===== src/include/epw_pkg.sv =====
package epw_pkg;
  // ------------------------------------------------------------
  // direct host addresses
  // ------------------------------------------------------------
  localparam logic [7:0] ADDR_SELECT = 8'h6E;
  localparam logic [7:0] ADDR_OFFSET = 8'h6F;
  localparam logic [7:0] ADDR_DATA = 8'hA0;

  // ------------------------------------------------------------
  // select register fields
  // ------------------------------------------------------------
  localparam int SEL_FUNC_MSB = 7;
  localparam int SEL_FUNC_LSB = 5;
  localparam int SEL_PORT_MSB = 3;
  localparam int SEL_PORT_LSB = 0;
  localparam logic [2:0] FUNC_EEE = 3'h1;
  localparam logic [3:0] PORT_FIRST = 4'h1;
  localparam logic [3:0] PORT_LAST = 4'h3;
  localparam int NUM_PORTS = 3;

  // ------------------------------------------------------------
  // indirect offsets
  // ------------------------------------------------------------
  localparam logic [7:0] OFS_CAP_HI = 8'h28;
  localparam logic [7:0] OFS_CAP_LO = 8'h29;
  localparam logic [7:0] OFS_WAKE_HI = 8'h2A;
  localparam logic [7:0] OFS_WAKE_LO = 8'h2B;

  // ------------------------------------------------------------
  // capability register fields, reset and idle values
  // ------------------------------------------------------------
  localparam int CAP_LP_LSB = 9;
  localparam int CAP_LP_WIDTH = 6;
  localparam int CAP_LOCAL_TX100_BIT = 1;
  localparam logic LOCAL_TX100_RESET = 1'b1;
  localparam logic [15:0] WAKE_COUNT_RESET = 16'h0000;
  localparam logic [15:0] WAKE_COUNT_MAX = 16'hFFFF;
  localparam logic [7:0] SELECT_RESET = 8'h00;
  localparam logic [7:0] OFFSET_RESET = 8'h00;
  localparam logic [7:0] RDATA_IDLE = 8'h00;

  // ------------------------------------------------------------
  // timing
  // ------------------------------------------------------------
  localparam int CLK_PERIOD_PS = 20000;
  localparam int WAKE_THRESH_PS = 20500000;
  localparam int WAKE_THRESH_CYC_INT = WAKE_THRESH_PS / CLK_PERIOD_PS;
  localparam logic [15:0] WAKE_THRESH_CYC = WAKE_THRESH_CYC_INT[15:0];
endpackage


===== src/logic/epw_wake_counter.sv =====
`timescale 1ns/1ps
module epw_wake_counter (
  // clock and reset
  input wire logic core_clk_i,
  input wire logic rst_i,
  input wire logic ce_i,
  // threshold and wake events
  input wire logic [15:0] thresh_cyc_i,
  input wire logic wake_start_i,
  input wire logic wake_done_i,
  // host side
  input wire logic clear_i,
  output logic [15:0] count_o
);
  logic waking;
  logic [15:0] timer;
  logic hit;

  // ------------------------------------------------------------
  // wake duration timer
  // ------------------------------------------------------------
  // one hit per wake: only the cycle the timer lands on the threshold;
  // the hit also ends the wake, so a timer parked at max cannot count twice
  assign hit = waking && !wake_done_i && (timer == thresh_cyc_i);

  always_ff @(posedge core_clk_i or posedge rst_i) begin
    if (rst_i) begin
      waking <= 1'b0;
    end else if (ce_i) begin
      if (wake_start_i) begin
        waking <= 1'b1;
      end else if (wake_done_i || hit) begin
        waking <= 1'b0;
      end
    end
  end

  always_ff @(posedge core_clk_i or posedge rst_i) begin
    if (rst_i) begin
      timer <= 16'h0000;
    end else if (ce_i) begin
      if (wake_start_i) begin
        timer <= 16'h0001;
      end else if (waking && timer != 16'hFFFF) begin
        timer <= timer + 16'h0001;
      end
    end
  end

  // ------------------------------------------------------------
  // error counter
  // ------------------------------------------------------------
  always_ff @(posedge core_clk_i or posedge rst_i) begin
    if (rst_i) begin
      count_o <= epw_pkg::WAKE_COUNT_RESET;
    end else if (ce_i) begin
      // (RULE6) read clear, event wins
      if (clear_i) begin
        count_o <= hit ? 16'h0001 : epw_pkg::WAKE_COUNT_RESET;
      // (RULE4) count slow wakes
      end else if (hit && count_o != epw_pkg::WAKE_COUNT_MAX) begin
        // (RULE12) saturate at max
        count_o <= count_o + 16'h0001;
      end
    end
  end
endmodule


===== src/logic/epw_port_regs.sv =====
`timescale 1ns/1ps
// Functional notes
// (RULE1) bits 13-11 show partner backplane/10GT EEE
// (RULE2) bits 10-9 show partner 1000T/100TX EEE
// (RULE3) bit 1 local 100TX advert, resets one
// (RULE4) count each wake slower than threshold
// (RULE5) threshold from global register, default 20.5us
// (RULE6) counter resets zero, cleared on read
// (RULE7) function 001 at 0x6E, data 0xA0
// (RULE8) port 1-3 in select, offset 0x6F
// (RULE9) counter high 0x2A, low 0x2B
// (RULE10) capability high 0x28, low 0x29
// (RULE11) bit 14 shows partner 10G KR EEE
// (RULE12) counter saturates instead of wrapping
module epw_port_regs #(
  parameter int NUM_PORTS = epw_pkg::NUM_PORTS,
  parameter logic [15:0] WAKE_THRESH_CYC = epw_pkg::WAKE_THRESH_CYC
) (
  // clock, reset, enable
  input wire logic core_clk_i,
  input wire logic rst_i,
  input wire logic ce_i,
  // host byte register port
  input wire logic [7:0] reg_addr_i,
  input wire logic reg_wr_i,
  input wire logic reg_rd_i,
  input wire logic [7:0] reg_wdata_i,
  output logic [7:0] reg_rdata_o,
  output logic reg_rvalid_o,
  // global threshold register
  input wire logic thresh_wr_i,
  input wire logic [15:0] thresh_cyc_i,
  // per-port phy side
  input wire logic [NUM_PORTS*6-1:0] link_partner_cap_i,
  input wire logic [NUM_PORTS-1:0] wake_start_i,
  input wire logic [NUM_PORTS-1:0] wake_done_i,
  output logic [NUM_PORTS-1:0] local_tx100_adv_o
);
  logic [7:0] select_reg;
  logic [7:0] offset_reg;
  logic [15:0] thresh;
  logic [2:0] sel_func;
  logic [3:0] sel_port;
  logic [3:0] port_idx;
  logic eee_hit;
  logic data_wr;
  logic data_rd;
  logic [15:0] count [NUM_PORTS];
  logic [15:0] snap [NUM_PORTS];
  logic [NUM_PORTS-1:0] snap_pend;
  logic [NUM_PORTS-1:0] clear;
  logic [7:0] next_rdata;

  // ------------------------------------------------------------
  // indirect select decode
  // ------------------------------------------------------------
  assign sel_func = select_reg[epw_pkg::SEL_FUNC_MSB:epw_pkg::SEL_FUNC_LSB];
  assign sel_port = select_reg[epw_pkg::SEL_PORT_MSB:epw_pkg::SEL_PORT_LSB];
  assign port_idx = sel_port - epw_pkg::PORT_FIRST;
  // (RULE7) eee function gate
  // (RULE8) legal port range only
  assign eee_hit = (sel_func == epw_pkg::FUNC_EEE)
                   && (sel_port >= epw_pkg::PORT_FIRST)
                   && (sel_port <= epw_pkg::PORT_LAST)
                   && (port_idx < 4'(NUM_PORTS));
  assign data_wr = reg_wr_i && (reg_addr_i == epw_pkg::ADDR_DATA) && eee_hit;
  assign data_rd = reg_rd_i && (reg_addr_i == epw_pkg::ADDR_DATA) && eee_hit;

  // ------------------------------------------------------------
  // direct registers
  // ------------------------------------------------------------
  // (RULE7) select register store
  always_ff @(posedge core_clk_i or posedge rst_i) begin
    if (rst_i) begin
      select_reg <= epw_pkg::SELECT_RESET;
    end else if (ce_i && reg_wr_i && reg_addr_i == epw_pkg::ADDR_SELECT) begin
      select_reg <= reg_wdata_i;
    end
  end

  // (RULE8) offset register store
  always_ff @(posedge core_clk_i or posedge rst_i) begin
    if (rst_i) begin
      offset_reg <= epw_pkg::OFFSET_RESET;
    end else if (ce_i && reg_wr_i && reg_addr_i == epw_pkg::ADDR_OFFSET) begin
      offset_reg <= reg_wdata_i;
    end
  end

  // (RULE5) threshold default and load
  always_ff @(posedge core_clk_i or posedge rst_i) begin
    if (rst_i) begin
      thresh <= WAKE_THRESH_CYC;
    end else if (ce_i && thresh_wr_i) begin
      thresh <= thresh_cyc_i;
    end
  end

  // ------------------------------------------------------------
  // per-port slices
  // ------------------------------------------------------------
  for (genvar p = 0; p < NUM_PORTS; p++) begin : g_port
    logic sel_me;
    assign sel_me = (port_idx == 4'(p));
    // (RULE6) clear on high byte read, or on low byte read with no snapshot pending
    // reading the low byte right after the high one returns the snapshot,
    // so a 16-bit read in high-then-low order is coherent
    assign clear[p] = data_rd && sel_me
                      && ((offset_reg == epw_pkg::OFS_WAKE_HI)
                          || (offset_reg == epw_pkg::OFS_WAKE_LO && !snap_pend[p]));

    // (RULE3) local advert write
    always_ff @(posedge core_clk_i or posedge rst_i) begin
      if (rst_i) begin
        local_tx100_adv_o[p] <= epw_pkg::LOCAL_TX100_RESET;
      end else if (ce_i && data_wr && sel_me && offset_reg == epw_pkg::OFS_CAP_LO) begin
        local_tx100_adv_o[p] <= reg_wdata_i[epw_pkg::CAP_LOCAL_TX100_BIT];
      end
    end

    // (RULE9) high read snapshots count
    always_ff @(posedge core_clk_i or posedge rst_i) begin
      if (rst_i) begin
        snap[p] <= epw_pkg::WAKE_COUNT_RESET;
        snap_pend[p] <= 1'b0;
      end else if (ce_i && data_rd && sel_me) begin
        if (offset_reg == epw_pkg::OFS_WAKE_HI) begin
          snap[p] <= count[p];
          snap_pend[p] <= 1'b1;
        end else if (offset_reg == epw_pkg::OFS_WAKE_LO) begin
          snap_pend[p] <= 1'b0;
        end
      end
    end

    epw_wake_counter u_wake (
      .core_clk_i(core_clk_i),
      .rst_i(rst_i),
      .ce_i(ce_i),
      .thresh_cyc_i(thresh),
      .wake_start_i(wake_start_i[p]),
      .wake_done_i(wake_done_i[p]),
      .clear_i(clear[p]),
      .count_o(count[p])
    );
  end

  // ------------------------------------------------------------
  // read mux
  // ------------------------------------------------------------
  always_comb begin
    logic [15:0] cap;
    logic [15:0] cnt;
    logic pend;
    cap = 16'h0000;
    cnt = 16'h0000;
    pend = 1'b0;
    next_rdata = epw_pkg::RDATA_IDLE;
    for (int i = 0; i < NUM_PORTS; i++) begin
      if (port_idx == 4'(i)) begin
        // (RULE1) partner caps 13-11
        // (RULE2) partner caps 10-9
        // (RULE11) partner cap bit 14
        cap[epw_pkg::CAP_LP_LSB +: epw_pkg::CAP_LP_WIDTH] =
          link_partner_cap_i[i*6 +: 6];
        // (RULE3) local advert readback
        cap[epw_pkg::CAP_LOCAL_TX100_BIT] = local_tx100_adv_o[i];
        cnt = snap_pend[i] ? snap[i] : count[i];
        pend = snap_pend[i];
      end
    end
    if (reg_addr_i == epw_pkg::ADDR_SELECT) begin
      next_rdata = select_reg;
    end else if (reg_addr_i == epw_pkg::ADDR_OFFSET) begin
      next_rdata = offset_reg;
    end else if (reg_addr_i == epw_pkg::ADDR_DATA && eee_hit) begin
      unique case (offset_reg)
        // (RULE10) capability byte map
        epw_pkg::OFS_CAP_HI: next_rdata = cap[15:8];
        epw_pkg::OFS_CAP_LO: next_rdata = cap[7:0];
        // (RULE9) counter byte map
        epw_pkg::OFS_WAKE_HI: next_rdata = count[port_idx[1:0]][15:8];
        epw_pkg::OFS_WAKE_LO: next_rdata = pend ? cnt[7:0] : count[port_idx[1:0]][7:0];
        default: next_rdata = epw_pkg::RDATA_IDLE;
      endcase
    end
  end

  // ------------------------------------------------------------
  // read data register
  // ------------------------------------------------------------
  // registered so the host sees a stable byte one cycle after the strobe
  always_ff @(posedge core_clk_i or posedge rst_i) begin
    if (rst_i) begin
      reg_rdata_o <= epw_pkg::RDATA_IDLE;
      reg_rvalid_o <= 1'b0;
    end else if (ce_i) begin
      reg_rvalid_o <= reg_rd_i;
      if (reg_rd_i) begin
        reg_rdata_o <= next_rdata;
      end
    end
  end
endmodule


===== config.mk =====
export PLATFORM = sky130hd
export DESIGN_NAME = epw_port_regs
export DESIGN_NICKNAME = d
export VERILOG_FILES = /design/src/include/epw_pkg.sv /design/src/logic/epw_wake_counter.sv /design/src/logic/epw_port_regs.sv
export SDC_FILE = /design/constraint.sdc
export NUM_CORES = 1
export LEC_CHECK = 0
export BUFFER_PORTS_ARGS = -buffer_cell sky130_fd_sc_hd__buf_2
export CELL_PAD_IN_SITES_DETAIL_PLACEMENT = 0
export CELL_PAD_IN_SITES_GLOBAL_PLACEMENT = 2
export CORE_MARGIN = 2
export CORE_UTILIZATION = 30
export CTS_BUF_LIST = sky130_fd_sc_hd__clkbuf_8
export CTS_CLUSTER_DIAMETER = 100
export CTS_CLUSTER_SIZE = 12
export DETAILED_ROUTE_END_ITERATION = 10
export PLACE_DENSITY_LB_ADDON = 0.1
export SYNTH_ARGS = -nofsm -noshare
export SYNTH_HDL_FRONTEND = slang
export SYNTH_HIERARCHICAL = 1
export SYNTH_SLANG_ARGS = --single-unit

===== constraint.sdc =====
create_clock -name core_clk_i -period 4.7 [get_ports core_clk_i]
set_input_delay 0.47 -clock core_clk_i [delete_from_list [all_inputs] [get_ports core_clk_i]]
set_output_delay 0.47 -clock core_clk_i [all_outputs]
set_load 0.05 [all_outputs]

## Word level (Yosys, flattened, before mapping)

Cells that the tools add are included.

- Bits in registers: 170
- Bits of input ports: 62
- Output and inout bits: 12

- Bitwise logic cells: 1
- Order comparisons: 4
- Equal/unequal tests: 19
- Reductions and logical operators: 83
- Muxes and demuxes: 46
- Add/subtract/negate cells: 7

Operators by type and width:

| operator | count |
|---|---|
| $mux 16 | 14 |
| $add 16x1->16 const B | 6 |
| $ne 16x16->1 const B | 6 |
| $mux 8 | 10 |
| $eq 16x16->1 | 3 |
| $logic_and 1x1->1 | 44 |
| $bmux 16 s2 | 1 |
| $eq 8x6->1 const B | 4 |
| $pmux 8 s4 | 1 |
| $reduce_and 2->1 | 16 |
| $reduce_bool 2->1 | 10 |
| $mux 6 | 3 |
| $mux 1 | 17 |
| $eq 8x7->1 const B | 2 |
| $eq 8x8->1 const B | 1 |
| $logic_not 1->1 | 6 |
| $logic_or 1x1->1 | 6 |
| $eq 4x1->1 const B | 1 |
| $eq 4x2->1 const B | 1 |
| $ge 4x1->1 const B | 1 |
| $le 4x2->1 const B | 1 |
| $logic_not 4->1 | 1 |
| $lt 4x2->1 const B | 1 |
| $sub 4x1->4 const B | 1 |
| 3 further kinds | 3 |

## Logic depth before layout (Yosys ltp)

Gate-level depths: netlist of run 1.

- Depth in word-level cells: 10
- Depth in mapped cells: 15
- Depth with buffers taken out: 12

## Hierarchy

Netlist of run 1, hierarchy kept.

By module, submodules not included:

| module | sequential area each (um^2) | times used | area an instance (um^2) | cells each |
|---|---|---|---|---|
| epw_wake_counter at g_port[0].u_wake ... | 825.8 | 2 | 2218.4 | 246 |
| epw_port_regs | 1783.0 | 1 | 4310.4 | 392 |
| epw_wake_counter at g_port[2].u_wake | 825.8 | 1 | 2187.1 | 262 |

## Worst setup path before layout of run 1

Ideal clock, no wire load.

- Path kind: register -> register
- From: register select_reg[0]
- To: register g_port[1].u_wake.count_o[11]
- Path buffers: 2
- Path slack: 1032 ps
- Library setup time: 131 ps
- Period minus slack after synthesis: 3668 ps
- Arrival: 3537 ps
- Stages on the path, launching flop included: 15
- Cells stage by stage: dfrtp_1 > clkinv_1 > clkbuf_1 > ha_1 > nor4b_1 > nand4b_1 > nor3_2 > nand4_1 > a211oi_1 > inv_1 > nand2_1 > nor2_1 > clkbuf_1 > a41oi_1 > a31oi_2

- Cells in the longest elaborated chain, start to end: 9
- Elaborated cells between the ends (all ways): 14
- Those cells by class: 1 x add/sub; 3 x order compare; 1 x eq/ne; 1 x mux; 8 x reduce/logical

RTL lines:

| element | line | text |
|---|---|---|
| start: declaration | epw_port_regs.sv:39 | `logic [7:0] select_reg;` |
| start signal: assignment | epw_port_regs.sv:75 | `select_reg <= epw_pkg::SELECT_RESET;` |
| start signal: assignment | epw_port_regs.sv:77 | `select_reg <= reg_wdata_i;` |
| branches (longest 5 deep; another with $sub 4x1->4) | - |  |
| $logic_and 1x1->1 * | epw_port_regs.sv:108 | `assign clear[p] = data_rd && sel_me` |
| $logic_and 1x1->1 * | epw_port_regs.sv:109 | `&& ((offset_reg == epw_pkg::OFS_WAKE_HI)` |
| via clear[1] | epw_port_regs.sv:51 | `logic [NUM_PORTS-1:0] clear;` |
| $reduce_bool 2->1 (no line) | - |  |
| $reduce_and 2->1 (no line) | - |  |
| end signal: assignment | epw_wake_counter.sv:55 | `count_o <= epw_pkg::WAKE_COUNT_RESET;` |
| end signal: assignment | epw_wake_counter.sv:59 | `count_o <= hit ? 16'h0001 : epw_pkg::WAKE_COUNT_RESET;` |
| end signal: assignment | epw_wake_counter.sv:63 | `count_o <= count_o + 16'h0001;` |
| end: declaration | epw_wake_counter.sv:13 | `output logic [15:0] count_o` |

Mark *: on every way through the listed nets, which the timed path passes.
A chain may end at the register's enable or synchronous reset.

## Worst setup path after layout of run 1

- From: register select_reg[0]
- To: register g_port[0].u_wake.count_o[2]

- Cells in the longest elaborated chain, start to end: 9
- Elaborated cells between the ends (all ways): 14
- Those cells by class: 1 x add/sub; 3 x order compare; 1 x mux; 9 x reduce/logical

RTL lines:

| element | line |
|---|---|
| branches (longest 5 deep; another with $sub 4x1->4) | - |
| $logic_and 1x1->1 * | epw_port_regs.sv:108 |
| $logic_and 1x1->1 * | epw_port_regs.sv:109 |
| via clear[0] | epw_port_regs.sv:51 |
| $reduce_bool 2->1 (no line) | - |
| $reduce_and 2->1 (no line) | - |
| end signal: assignment | epw_wake_counter.sv:55 |
| end signal: assignment | epw_wake_counter.sv:59 |
| end signal: assignment | epw_wake_counter.sv:63 |
| end: declaration | epw_wake_counter.sv:13 |

Marked as above.

==> results.yml, run 1 <==
setup_path:
  path_max_fanout: 14
  slowest_stage: "dfrtp_1"
  worstSetupPathType: "flip-flop to flip-flop"
  required_ns: 5.07
  crit_path_end_kind: "flip-flop"
  cp_cell_sequence: "clkinv_1 -> ha_1 -> nor4b_1 -> nand4b_1 -> nor3_2 -> nand4_1 -> nor2_1 -> buf_4 -> inv_1 -> nand2_1 -> nor2_1 -> and3_1 -> a221o_1"
  start_kind: "flip-flop"
  rrSetupSlack_ns: 0.91
  crit_arrival_ns: 4.16
  cpPeakStageDelay_ns: 0.52
  cpMostUsedCell: "nor2_1"
place:
  dp.cells: 1646
  port_buffers: 73
  routabilityCongestion: 0.788
  hpwl_um: 26400
  dpl_cell_area_um2: 11800
finish:
  layout_top_registers: "g_port.u_wake/count_o (48), g_port.u_wake/timer (48), snap (24)"
  fill_cells: 3762
  final_cells: 1678
  num_antenna_cells: 0
  layout-drive-gt1-share_pct: 20.1
  final_cell_area_um2: 12200
  areaGrowthSynthToFinish_pct: 11.2
  nNetsFinal: 1277
detailed_routing:
  drc: 0
  drt_iter0_drc: 607
  vias_per_cell: 5.56
  num_vias: 9338
  wl_um: 36600
  ant_nets: 0
  wl_per_cell_um: 21.8
  drt_pass1_iterations: 8
floorplanning:
  core_area_um2: 35700
  start_util_pct: 30.6
  die_area_um2: 38000
  die_y_um: 195
  num_rows: 69
  chipWidth_um: 195
  pin_count: 74
job:
  max-cap-violations: 0
clock_network:
  cts_sinks: 170
  post_cts_buffers: 0
  cts_resized: 0
  worstSkewPairLatency_ns: 0.49
  clockBufferDepth: 2
  cts_hold_buf: 0
  root_buffer: "clkbuf_8"
  clkTransAtPathRegs_ns: 0.10
  cts_tree: "done"
  cts_made_buffers: 17
  htree_levels: 4
global_route:
  track_usage_pct: 19.8
  antenna_found_initial: 0
  grt_overflow: 0
  grt_max_degree: 50
  grt_pass1_vias: 9535
  grt_pass1_wl_um: 58200
sta:
  max_freq_mhz: 264
  period_needed_ns: 3.79
  fin_tns_setup_ns: 0
  finalSetupViolCount: 0
  slew_headroom_pct: 22.7
  tightest_slew_ns: 1.15
  post-route-period-util_pct: 80.6
  rsz0062_at_grt: "no"
  drv_slew: 0
  finClkSkew_ns: 0.0174
  hold_violations: 0
logic_synthesis:
  synth_most_common_cell: "dfrtp_1"
  synth_seq_area_share_pct: 39.0
  synth_nets: 1219
  ys_types: 74
  ys_ff_latch: 170
  syn_area_per_cell_um2: 9.54
  synth.top_cells.by_count: "dfrtp_1, nand2_1, nor2_1"
  synth_edf_count: 0
  async_flop_share_pct: 100
  synth_top_cell_by_area: "dfrtp_1"
  ys.flop_type: "dfrtp_1"
  synth_warnings: 6
  netlist_area_um2: 10900
  netlist_instances: 1146
  yosysTopAreaCellShare_pct: 37.8
  synthTopCellsByArea: "dfrtp_1, mux2_2, mux2i_1"
hold_path:
  min_path_type: "input pin to asynchronous set/reset pin"
power_and_ir_drop:
  vdd_drop_max_uv: 176
  power_density_nw_per_um2: 255
  p_leak_nw: 5.14
outcome:
  status: "complete, no violations"
-- stage by stage --
stage	setup WS, ns	hold slack, ns	utilization, %	power, mW
2_1_floorplan	1.03	0.474	-	1.92
3_3_place_gp	1.03	0.483	33.0	2.08
3_5_place_dp	1.01	0.489	33.0	2.08
4_1_cts	0.982	0.105	34.0	3.16
5_1_grt	0.534	0.126	34.0	3.26
6_report	0.912	0.111	34.0	3.10
-- cells in the final DEF (no fill, tap or decap), types with 7 or more instances in the layout --
| cell | instances |
|---|---|
| nor2b_1 | 9 |
| and4_1 | 12 |
| o211ai_1 | 15 |
| a211oi_1 | 9 |
| o21ai_0 | 49 |
| clkbuf_8 | 18 |
| nand2_1 | 84 |
| inv_1 | 36 |
| nor2_1 | 76 |
| o21a_1 | 10 |
| or3_1 | 10 |
| nand2b_1 | 13 |
| dfrtp_1 | 165 |
| and3_1 | 34 |
| buf_2 | 73 |
| a21oi_1 | 39 |
| a41oi_1 | 26 |
| xor2_1 | 25 |
| and2_1 | 12 |
| mux2_2 | 69 |
| mux2i_1 | 45 |
| a221o_1 | 10 |
| ha_1 | 11 |
| nor3_1 | 16 |
| clkinvlp_4 | 7 |
| nor4_1 | 11 |
| a31oi_1 | 28 |
| nand3_1 | 65 |
| nand4_1 | 27 |
| xnor2_1 | 33 |
| a221oi_1 | 8 |
| a22o_1 | 13 |
| o22ai_1 | 7 |
| buf_4 | 21 |
| or2_2 | 13 |
-- cell families (layout without fill, tap and decap cells) --
| logic type | count (synthesis) | in the layout | share of synthesized area [%] |
|---|---|---|---|
| AOI/OAI and AO/OA | 271 | 271 | 17.6 |
| xor gates and xnor gates | 58 | 58 | 4.65 |
| adders and majority gates | 11 | 11 | 1.26 |
| buffers and inverters | 95 | 166 | 3.72 |
| DFF | 170 | 170 | 39.0 |
| muxes | 116 | 116 | 11.5 |
| and+or+nand+nor | 425 | 425 | 22.3 |
-- worst max-delay path: cells and delay by family, from the launching register on --
kind            cells  cell delay (ns)
compound gates      1             0.28
fa+ha+maj           1             0.27
buf+inv             3             0.63
flops               1             0.52
simple gates        8             1.98
-- path summary, 6_finish.rpt --
path | endpoint | depth (start not counted) | start
min in group core_clk_i | thresh[13]$_DFFE_PP0P_ | 2 | thresh_cyc_i[13]
min | g_port[0].u_wake/waking$_DFFE_PP0P_ | 3 | rst_i
max | g_port[0].u_wake/count_o[2]$_DFFE_PP0P_ | 13 | select_reg[0]$_DFFE_PP0P_
max in group asynchronous | local_tx100_adv_o[1]$_DFFE_PP1P_ | 3 | rst_i
min reg2reg | snap[16]$_DFFE_PP0P_ | 1 | snap[16]$_DFFE_PP0P_
max reg2reg | g_port[0].u_wake/count_o[2]$_DFFE_PP0P_ | 13 | select_reg[0]$_DFFE_PP0P_
-- area by class of cell --
type	count	area, µm²	share of cell area, %
Timing Repair Buffer	94	523	4.30
Clock inverter	14	124	1.02
Multi-Input combinational cell	881	6270	51.6
Sequential cell	170	4260	35.0
Tap cell	461	577	4.75
Inverter	40	151	1.25
Clock buffer	18	248	2.04
-- per-layer routing --
metal / routed length [µm] / global-route usage (%)
met2: 17300 / 32.3
met1: 17700 / 27.4
met3: 1180 / 3.07
met5: 0 / 0
met4: 485 / 4.64
-- where the power goes --
| part | total [mW] | internal [mW] | switching, mW |
|---|---|---|---|
| clock network | 1.05 | 0.433 | 0.619 |
| logic | 0.404 | 0.171 | 0.233 |
| registers | 1.64 | 1.53 | 0.118 |
Note: power is estimated with default switching activity, not from simulation.
==> inputs of run 2 (changes only) <==
--- a/config.mk
+++ b/config.mk
@@ -5,6 +5,7 @@
 export SDC_FILE = /design/constraint.sdc
 export NUM_CORES = 1
 export LEC_CHECK = 0
+export ABC_AREA = 1
 export BUFFER_PORTS_ARGS = -buffer_cell sky130_fd_sc_hd__buf_2
 export CELL_PAD_IN_SITES_DETAIL_PLACEMENT = 0
 export CELL_PAD_IN_SITES_GLOBAL_PLACEMENT = 2
==> constraint.sdc (replaced) <==
create_clock -name core_clk_i -period 3.5 [get_ports core_clk_i]
set_input_delay 0.35 -clock core_clk_i [delete_from_list [all_inputs] [get_ports core_clk_i]]
set_output_delay 0.35 -clock core_clk_i [all_outputs]
set_load 0.05 [all_outputs]
==> run 2 against run 1 <==
Effect of this change:
- sequential power increased by 30%
- non-clock buffer count down 2
- final cell count grew 39%
- hold slack got worse by 0.053 ns
- synthesized cell count increased by 51%
- critical path depth stayed put
- fmax increased by 22%
- largest power group unchanged
==> results.yml, run 2 <==
detailed_routing:
  wl_um: 38900
  ant_nets: 0
  drc: 0
  vias_per_cell: 4.70
  drt_iter0_drc: 503
  wl_per_cell_um: 16.7
  num_vias: 10900
  drt_pass1_iterations: 5
finish:
  layout_top_registers: "g_port.u_wake/count_o (48), g_port.u_wake/timer (48), snap (24)"
  final_cell_mix: "nand2_1, inv_1, dfrtp_1"
  seqCellArea_um2: 4260
  layout-drive-gt1-share_pct: 17.3
  fin_util_pct: 33.5
  final_common_cell: "nand2_1"
  nNetsFinal: 1866
  areaGrowthSynthToFinish_pct: 10.7
  num_antenna_cells: 0
  fill_cells: 4450
  multi_input_area_um2: 6520
floorplanning:
  die_area_um2: 41500
  num_rows: 73
  core_area_um2: 39500
  die_y_um: 204
  start_util_pct: 30.3
  chipWidth_um: 204
  pin_count: 74
sta:
  post-route-period-util_pct: 88.8
  hold_violations: 0
  fin_tns_setup_ns: 0
  slew_headroom_pct: 46.0
  rsz0062_at_grt: "no"
  max_freq_mhz: 322
  tightest_slew_ns: 0.809
  setup_ws_ns: 0.392
  finalSetupViolCount: 0
  finClkSkew_ns: 0.0174
  period_needed_ns: 3.11
  drv_slew: 0
setup_path:
  r2r-end: "g_port[2].u_wake/count_o[3]$_DFFE_PP0P_"
  crit_arrival_ns: 3.51
  r2r-start: "select_reg[0]$_DFFE_PP0P_"
  slowest_stage: "a2111oi_2"
  cpMostUsedCell: "nand2_1"
  start_kind: "flip-flop"
  crit_path_end_kind: "flip-flop"
  rrSetupSlack_ns: 0.39
  required_ns: 3.91
  cp_cell_sequence: "inv_2 -> ha_1 -> nand2_1 -> nand2_1 -> nand3_4 -> nor2_4 -> inv_2 -> a2111oi_2 -> inv_1 -> nand2_2 -> nand2_4 -> nand2_1 -> nand2_1"
  path_max_fanout: 16
  r2r.worst_path.cells: 13
  cpPeakStageDelay_ns: 0.51
  worstSetupPathType: "flip-flop to flip-flop"
logic_synthesis:
  synth_top_cell_by_area: "dfrtp_1"
  async_flop_share_pct: 100
  synthTopCellsByArea: "dfrtp_1, nand2_1, inv_1"
  syn_area_per_cell_um2: 6.92
  ys_types: 51
  synth_seq_area_share_pct: 35.6
  synth_nets: 1804
  yosysTopAreaCellShare_pct: 34.5
  synth_edf_count: 0
  ys_ff_latch: 170
  ys.flop_type: "dfrtp_1"
  synth_warnings: 6
  netlist_area_um2: 12000
  synth.top_cells.by_count: "nand2_1, inv_1, dfrtp_1"
  netlist_instances: 1731
  synth_most_common_cell: "nand2_1"
power_and_ir_drop:
  power_density_nw_per_um2: 318
  vdd_drop_max_uv: 242
  p_leak_nw: 6.51
  total_power_mw: 4.21
global_route:
  grt_pass1_vias: 10800
  grt_use_met1_pct: 25.8
  grt_overflow: 0
  met3_usage_pct: 2.52
  grt_pass1_wl_um: 62400
  use_met2_pct: 33.2
  grt_busiest_layer: "met2"
  antenna_found_initial: 2
  grt_max_degree: 64
  track_usage_pct: 19.5
hold_path:
  holdPathStages: 2
  hold_end: "thresh[2]$_DFFE_PP0P_"
  min_path_type: "input pin to flip-flop"
  worstHoldStart: "thresh_cyc_i[2]"
place:
  port_buffers: 73
  hpwl_um: 29600
  routabilityCongestion: 0.816
  pre_cts_slack_ns: 0.394
clock_network:
  cts_sinks: 170
  clkTransAtPathRegs_ns: 0.11
  cts_made_buffers: 17
  cts_resized: 0
  root_buffer: "clkbuf_8"
  cts_tree: "done"
  worstSkewPairLatency_ns: 0.52
  htree_levels: 4
  clockBufferDepth: 2
outcome:
  status: "complete, no violations"
job:
  max-cap-violations: 0
run 2: cell types whose count changed after synthesis, sizes merged, moves of 14 or more:
| cell | change |
|---|---|
| xor2 | +16 |
| a41oi | -26 |
| nand2 | +517 |
| mux2i | -43 |
| and3 | -31 |
| clkbuf | -14 |
| inv | +194 |
| o21ai | +94 |
| mux2 | -55 |
| nor2 | +90 |
| nand3 | +60 |
| xnor2 | -25 |
| a31oi | -28 |
| nand4 | +23 |
run 2: kinds of logic (layout without fill, tap and decap cells):
family | Yosys count | count (layout) | share of synthesized area, %
flip-flops | 170 | 170 | 35.6
AO/OA/AOI/OAI | 208 | 208 | 9.84
buffers and inverters | 282 | 357 | 10.1
adder cells (fa/ha/maj) | 11 | 11 | 1.15
AND/OR/NAND/NOR | 993 | 993 | 38.0
XOR/XNOR | 49 | 49 | 3.58
multiplexers | 18 | 18 | 1.67
run 2: worst max-delay path: cells and delay by family (launching register included):
kind	cells	cell delay, ns
adders and majority gates	1	0.21
DFF	1	0.41
and+or+nand+nor	8	1.27
AOI/OAI and AO/OA	1	0.51
buffers and inverters	3	0.59
run 2: metrics by stage:
step           std cells  hold WS (ns)  instance area, µm²
6_report            2331        0.0577               13300
5_1_grt             2331        0.0381               13300
4_1_cts             2331        0.0130               13300
3_5_place_dp        2298         0.399               12800
3_3_place_gp        2298         0.397               12800
2_1_floorplan       1731         0.446               12000
run 2: power breakdown:
part	leakage, nW	switching, mW	internal (mW)	total [mW]
clock	0.211	0.843	0.729	1.57
combinational	4.01	0.319	0.174	0.494
sequential	2.29	0.120	2.02	2.14
run 2: per-layer routing:
metal / wire length, µm / vias to the layer above / share of wire, %
met5: 21 / - / 0.054
met4: 541 / 4 / 1.4
met3: 1180 / 26 / 3.0
met2: 18800 / 181 / 48
met1: 18300 / 5100 / 47
li1: - / 5636 / -
run 2: cell type report:
| cell class | instances | share of cell area (%) |
|---|---|---|
| clock buffers | 18 | 1.87 |
| clock inverters | 14 | 1.29 |
| inverters | 233 | 6.60 |
| multi-input cells | 1279 | 49.2 |
| flip-flops and latches | 170 | 32.1 |
| well taps | 525 | 4.96 |
| repair buffers | 92 | 3.95 |
run 2: how the worst max path moves through the flow:
stage                              start                                  endpoint  depth (start not counted)
6_report       select_reg[0]$_DFFE_PP0P_   g_port[2].u_wake/count_o[3]$_DFFE_PP0P_                         13
5_1_grt        select_reg[0]$_DFFE_PP0P_   g_port[2].u_wake/count_o[4]$_DFFE_PP0P_                         13
4_1_cts        select_reg[0]$_DFFE_PP0P_  g_port[2].u_wake/count_o[14]$_DFFE_PP0P_                         13
3_5_place_dp   select_reg[0]$_DFFE_PP0P_  g_port[2].u_wake/count_o[14]$_DFFE_PP0P_                         13
3_3_place_gp   select_reg[0]$_DFFE_PP0P_   g_port[2].u_wake/count_o[4]$_DFFE_PP0P_                         13
2_1_floorplan  select_reg[0]$_DFFE_PP0P_   g_port[2].u_wake/count_o[3]$_DFFE_PP0P_                         17
run 2: timing repair:
| item | 4_1_cts | 5_1_grt |
|---|---|---|
| endpoints found under the hold margin | 81 | 0 |
| hold buffers | 1 | 0 |
| setup buffers | 0 | 0 |
